===== src/rtl/dapr_pkg.sv =====
package dapr_pkg;
   localparam int          DATA_W        = 12;
   localparam int          DATA_MSB      = 11;
   localparam int          CLK_PERIOD_NS = 4;
   // Conversion times, nanoseconds; longest times round down
   localparam int          CONV_HS_NS    = 3600;
   localparam int          CONV_AS_NS    = 6000;
   localparam int          CONV_HS_CYC   = CONV_HS_NS / CLK_PERIOD_NS;
   localparam int          CONV_AS_CYC   = CONV_AS_NS / CLK_PERIOD_NS;
   localparam int          CNT_W         = 12;
   // Bus quiet time a host keeps before each convert start
   localparam int          QUIET_NS      = 300;
   localparam int          QUIET_CYC     = QUIET_NS / CLK_PERIOD_NS;
   localparam logic [11:0] MIDSCALE      = 12'h800;
   localparam logic [11:0] DATA_RST      = 12'h000;
endpackage : dapr_pkg


===== src/rtl/dapr_code_fmt.sv =====
`timescale 1ns/100ps
// Output coding: offset binary sample to twos complement or straight binary
module dapr_code_fmt
   import dapr_pkg::*;
(
   input  wire logic [11:0] raw_i,      // Offset-binary converter code
   input  wire logic        bipolar_i,  // High: twos complement output
   output logic      [11:0] code_o      // Coded result
);
   always_comb begin
      if (bipolar_i) begin
         code_o = raw_i ^ MIDSCALE;
      end else begin
         code_o = raw_i;
      end
   end
endmodule : dapr_code_fmt


===== src/rtl/dapr_top.sv =====
// Function
// - Twelve-bit result bus, bit 11 MSB, released unless read enabled.
// - Bipolar variants output twos complement codes.
// - Unipolar variant outputs straight binary codes.
// - Convert-start falling edge while idle holds both channels and starts both converters.
// - Busy rises on convert-start fall, falls when both conversions finish.
// - Data driven only while read strobe and chip select both low.
// - Pair-select low: first read input one of A, next input two of A.
// - Pair-select high: first read input one of B, next input two of B.
// - Read strobes without chip select leave the bus untouched.
// - Conversion ends within 3.6 us, or 6 us in auto sleep.
`timescale 1ns/100ps
module dapr_top
   import dapr_pkg::*;
(
   input  wire logic        clk_i,             // 250 MHz clock
   input  wire logic        rstn_i,            // Async reset, active low
   input  wire logic        en_i,              // Clock enable
   input  wire logic        convert_start_n,   // Convert start, active low
   input  wire logic        cs_n_i,            // Chip select, active low
   input  wire logic        rd_n_i,            // Read strobe, active low
   input  wire logic        pair_select,       // Low pair A, high pair B
   input  wire logic        bipolar_i,         // Bipolar range variant
   input  wire logic        auto_sleep_i,      // Auto sleep mode
   input  wire logic [11:0] pair_a_input_one,  // Sampled code, A input 1
   input  wire logic [11:0] pair_a_input_two,  // Sampled code, A input 2
   input  wire logic [11:0] pair_b_input_one,  // Sampled code, B input 1
   input  wire logic [11:0] pair_b_input_two,  // Sampled code, B input 2
   output logic      [11:0] data_o,            // Result bus value
   output logic      [11:0] data_oe_o,         // Result bus enables
   output logic             busy_o,            // Conversion in progress
   output logic             hold_o             // Track/holds in hold
);
   typedef enum logic [0:0] {DAPR_IDLE, DAPR_CONV} dapr_state_t;

   dapr_state_t      state;
   dapr_state_t      next_state;
   logic [CNT_W-1:0] cnt;
   logic [CNT_W-1:0] next_cnt;
   logic             cst_q;
   logic             next_cst_q;
   logic             rd_q;
   logic             next_rd_q;
   logic             ptr;
   logic             next_ptr;
   logic [11:0]      hold_mem [0:3];
   logic [11:0]      next_hold_mem [0:3];
   logic [11:0]      data;
   logic [11:0]      next_data;
   logic [11:0]      sel_raw;
   logic [11:0]      fmt_code;
   logic             start;
   logic             read_en;
   logic             rd_end;
   logic [CNT_W-1:0] conv_len;

   function automatic logic [1:0] dapr_slot(input logic pair,
                                            input logic second);
      dapr_slot = {pair, second};
   endfunction : dapr_slot

   ////////////////////////////////////////////////////////////////////////
   // Convert-start edge sampler
   // Resets high, so a start held low through reset is taken as an edge
   always_comb begin
      next_cst_q = convert_start_n;
   end

   always_ff @(posedge clk_i or negedge rstn_i) begin
      if (!rstn_i) begin
         cst_q <= 1'b1;
      end else if (en_i) begin
         cst_q <= next_cst_q;
      end
   end

   ////////////////////////////////////////////////////////////////////////
   // Conversion control
   // Edges during a conversion are refused and must not touch the pointer
   assign start    = cst_q && !convert_start_n
                     && (state == DAPR_IDLE);
   assign conv_len = auto_sleep_i ? CNT_W'(CONV_AS_CYC)
                                  : CNT_W'(CONV_HS_CYC);

   always_comb begin
      next_state = state;
      next_cnt   = cnt;
      unique case (state)
         DAPR_IDLE: begin
            if (start) begin
               next_state = DAPR_CONV;
               next_cnt   = conv_len - CNT_W'(1);
            end
         end
         DAPR_CONV: begin
            if (cnt == '0) begin
               next_state = DAPR_IDLE;
            end else begin
               next_cnt = cnt - CNT_W'(1);
            end
         end
      endcase
   end

   always_ff @(posedge clk_i or negedge rstn_i) begin
      if (!rstn_i) begin
         state <= DAPR_IDLE;
         cnt   <= '0;
      end else if (en_i) begin
         state <= next_state;
         cnt   <= next_cnt;
      end
   end

   assign busy_o = (state == DAPR_CONV);
   assign hold_o = (state == DAPR_CONV);

   ////////////////////////////////////////////////////////////////////////
   // Held samples
   // All four codes taken on one edge to keep their relative phase.
   // Limitation: a read during busy already sees the new codes.
   always_comb begin
      for (int i = 0; i < 4; i++) begin
         next_hold_mem[i] = hold_mem[i];
      end
      if (start) begin
         next_hold_mem[0] = pair_a_input_one;
         next_hold_mem[1] = pair_a_input_two;
         next_hold_mem[2] = pair_b_input_one;
         next_hold_mem[3] = pair_b_input_two;
      end
   end

   always_ff @(posedge clk_i or negedge rstn_i) begin
      if (!rstn_i) begin
         for (int i = 0; i < 4; i++) begin
            hold_mem[i] <= DATA_RST;
         end
      end else if (en_i) begin
         hold_mem <= next_hold_mem;
      end
   end

   ////////////////////////////////////////////////////////////////////////
   // Read sequencing
   // Selection needs both strobes; the pointer is gated by both strobes too
   assign read_en = !cs_n_i && !rd_n_i;
   // Pointer advances on the trailing end of each selected read
   assign rd_end  = rd_q && !read_en;

   assign sel_raw = hold_mem[dapr_slot(pair_select, ptr)];

   dapr_code_fmt u_fmt (
      .raw_i     (sel_raw),
      .bipolar_i (bipolar_i),
      .code_o    (fmt_code)
   );

   always_comb begin
      next_rd_q = read_en;
      next_ptr  = ptr;
      next_data = data;
      if (start) begin
         next_ptr = 1'b0;
      end else if (rd_end) begin
         next_ptr = !ptr;
      end
      if (read_en) begin
         next_data = fmt_code;
      end
   end

   always_ff @(posedge clk_i or negedge rstn_i) begin
      if (!rstn_i) begin
         rd_q <= 1'b0;
         ptr  <= 1'b0;
         data <= DATA_RST;
      end else if (en_i) begin
         rd_q <= next_rd_q;
         ptr  <= next_ptr;
         data <= next_data;
      end
   end

   // Enables rise one cycle after the strobe and drop with it, so data is stable when driven
   assign data_o    = data;
   assign data_oe_o = {DATA_W{rd_q && read_en}};
endmodule : dapr_top


===== config.mk =====
export PLATFORM = sky130hd
export DESIGN_NAME = dapr_top
export DESIGN_NICKNAME = d
export VERILOG_FILES = /design/src/rtl/dapr_pkg.sv /design/src/rtl/dapr_code_fmt.sv /design/src/rtl/dapr_top.sv
export SDC_FILE = /design/constraint.sdc
export NUM_CORES = 1
export LEC_CHECK = 0
export BUFFER_PORTS_ARGS = -buffer_cell sky130_fd_sc_hd__buf_2
export CORE_MARGIN = 1.5
export CORE_UTILIZATION = 45
export CTS_BUF_LIST = sky130_fd_sc_hd__clkbuf_4 sky130_fd_sc_hd__clkbuf_8 sky130_fd_sc_hd__clkbuf_16
export DETAILED_ROUTE_END_ITERATION = 16
export PLACE_DENSITY = 0.69
export SYNTH_ARGS = -nofsm -noshare
export SYNTH_HDL_FRONTEND = slang
export SYNTH_SLANG_ARGS = --single-unit

===== constraint.sdc =====
create_clock -name clk_i -period 2.47 [get_ports clk_i]
set_clock_uncertainty 0.2 [all_clocks]
set_input_delay 0.1235 -clock clk_i [delete_from_list [all_inputs] [get_ports clk_i]]
set_output_delay 0.1235 -clock clk_i [all_outputs]
set_load 0.005 [all_outputs]

==> impl_metrics.json <==
{
  "crit_arrival_ns": 2.05,
  "grt_use_total_pct": 21.0,
  "most-common-layout-cells": "nand2_1, buf_2, dfrtp_1",
  "synth_edf_count": 0,
  "required_ns": 2.50,
  "endpoint_kind": "flip-flop",
  "grt_pass1_wl_um": 13700,
  "initial_core_util_pct": 46.1,
  "synth_cell_types": 45,
  "syn_area_per_cell_um2": 10.0,
  "synth-compound-area-share_pct": 5.21,
  "antenna_found_initial": 0,
  "die_w_um": 91.5,
  "synth_top_family_by_area": "simple AND/OR/NAND/NOR gates",
  "p_comb_share_pct": 28.3,
  "wl_per_cell_um": 14.0,
  "ctsHtreeMaxLevel": 3,
  "dp_hpwl_um": 4940,
  "wirelength_um": 8140,
  "layout_min_cycle_time_ns": 2.02,
  "antenna_left": 0,
  "fin_nets": 535,
  "drive_gt1_share_pct": 28.9,
  "die_h_um": 91.5,
  "leakage_uw": 0.00234,
  "tightest_slew_ns": 0.938,
  "cts.sinks": 76,
  "async_reset_ff_share_pct": 100,
  "via_count": 2889,
  "syn_area_mm2": 0.00353,
  "syn_nets": 410,
  "hold_class": "in -> reg",
  "fin_tns_setup_ns": 0,
  "gp_congestion": 0.822,
  "firstDrtPassIters": 4,
  "vdd_drop_max_mv": 0.438,
  "power.internal_uw": 2830,
  "syn_to_final_growth_pct": 32.7,
  "fmax_mhz": 496,
  "clock_power_share_pct": 22.5,
  "synth-xor-area-share_pct": 0.248,
  "pwr-share-seq_pct": 49.2,
  "synth_ff_type": "dfrtp_1",
  "clkLatencyLatePin_ns": 0.35,
  "core_mm2": 0.00765,
  "relSlewSlack_pct": 37.5,
  "worst_slack_ns": 0.452,
  "power_density_mw_per_mm2": 880,
  "rsz0062_at_grt": "false",
  "synth_cells": 352,
  "status": "finished, final reports clean",
  "p_sw_uw": 1290,
  "cts_hold_buf": 56,
  "viasPerCell": 4.96,
  "cts_made_buffers": 9,
  "cts_tree": "done",
  "synth_fa_ha_area_share_pct": 0.355,
  "ys_ff_latch": 76,
  "io_buffers": 82,
  "period_share_pct": 81.7,
  "cts_setup_buffers": 0,
  "overflow": 0,
  "finalHoldViolCount": 0,
  "grt_pass1_vias": 3001,
  "slew_viol_final": 0,
  "pre_cts_ws_ns": 0.440,
  "remaining_drc_errors": 0,
  "seq_area_frac_synth_pct": 54.0,
  "startpoint_type": "flip-flop",
  "yosys_warnings": 0,
  "antenna_cells": 0,
  "ios": 83,
  "cts_buffer_depth": 2,
  "synthMuxAreaShare_pct": 12.1,
  "initialDrtViolationCount": 102,
  "clk_pin_slew_ns": 0.07,
  "cts-resized-gates": 0,
  "cts_root_buf": "clkbuf_8",
  "postPlaceCellArea_mm2": 0.00393,
  "swShare_pct": 31.3,
  "stdcell_area_mm2": 0.00468,
  "rows": 32,
  "setup_viol": 0,
  "grt_max_degree": 77,
  "cp_max_fo": 22,
  "dieArea_mm2": 0.00838,
  "layout_commonest_cell": "nand2_1",
  "setup.worst_path.class": "reg -> reg",
  "synth-simple-area-share_pct": 22.7,
  "drv_cap": 0
}
==> Yosys cell counts (3+ instances only) <==
| cell type | count | area share, % |
|---|---|---|
| buf_1 | 5 | 0.53 |
| nor2_1 | 11 | 1.2 |
| buf_4 | 12 | 2.6 |
| mux2_2 | 13 | 4.2 |
| clkbuf_1 | 6 | 0.64 |
| nor3_1 | 6 | 0.85 |
| nand2_1 | 154 | 16 |
| o21ai_1 | 3 | 0.43 |
| dfrtp_1 | 75 | 53 |
| mux4_2 | 12 | 7.7 |
| a21oi_1 | 6 | 0.85 |
| buf_2 | 5 | 0.71 |
| and2_1 | 3 | 0.53 |
| nand3_1 | 3 | 0.43 |
==> state kept, by name, indices dropped and copies added (netlist names) <==
signal    cells
ptr           1
rd_q          1
busy_o        1
data_o       12
cnt          12
cst_q         1
hold_mem     48
==> layout make-up <==
class / instances / area (um^2)
Inverter: 2 / 7.51
Sequential cell: 76 / 1900
Multi-Input combinational cell: 244 / 1440
Fill cell: 619 / 2970
Clock inverter: 6 / 65.1
Clock buffer: 9 / 124
Tap cell: 102 / 128
Timing Repair Buffer: 144 / 1020
==> worst paths after layout <==
path / start / endpoint / slack (ns) / depth (start not counted)
min in group asynchronous: rstn_i / data_o[8] / 0.25 / 2
worst max register to register: busy_o / cnt[6] / 0.45 / 5
max in group asynchronous: rstn_i / hold_mem[22] / 1.20 / 2
worst min register to register: hold_mem[14] / hold_mem[14] / 0.28 / 2
worst min-delay path: cs_n_i / ptr / 0.11 / 4
worst max-delay path: busy_o / cnt[6] / 0.45 / 5
==> per-layer routing <==
layer  GRT usage [%]  part of all wire, %  vias to the layer above
li1                -                    -                     1408
met1            26.1                   44                     1387
met2            36.1                   50                       84
met3            6.11                  4.9                       10
met4            4.95                  1.1                        0
met5               0                    0                        -
==> worst max-delay path: stages, from the launching register on <==
cell and delay [ns]:
dfrtp_1 0.55, nor2_2 0.21, and3_4 0.36, a21oi_2 0.12, a21o_1 0.17, a221o_1 0.28
==> cell families after synthesis <==
group | after synthesis
AOI/OAI and AO/OA | 25
DFF | 76
adders and majority gates | 1
buffers and inverters | 32
muxes | 26
xor gates and xnor gates | 1
and+or+nand+nor | 191
==> stage by stage <==
stage | hold WS (ns) | std cells | util [%] | power (uW)
6_report | 0.114 | 583 | 61.2 | 4120
5_1_grt | 0.168 | 583 | 61.2 | 4420
4_1_cts | 0.0857 | 583 | 61.2 | 4160
3_5_place_dp | 0.118 | 512 | 51.4 | 3150
3_3_place_gp | 0.114 | 512 | 51.4 | 3090
2_1_floorplan | -0.372 | 352 | - | 2790
==> power by group through the flow <==
stage | registers, uW | clock network, uW | logic, uW
4_1_cts | 2020 | 961 | 1180
3_3_place_gp | 2010 | 0 | 1080
3_5_place_dp | 2050 | 0 | 1100
2_1_floorplan | 1970 | 0 | 823
6_report | 2030 | 926 | 1170
5_1_grt | 2090 | 1010 | 1320
Note: power is estimated with default switching activity, not from simulation.
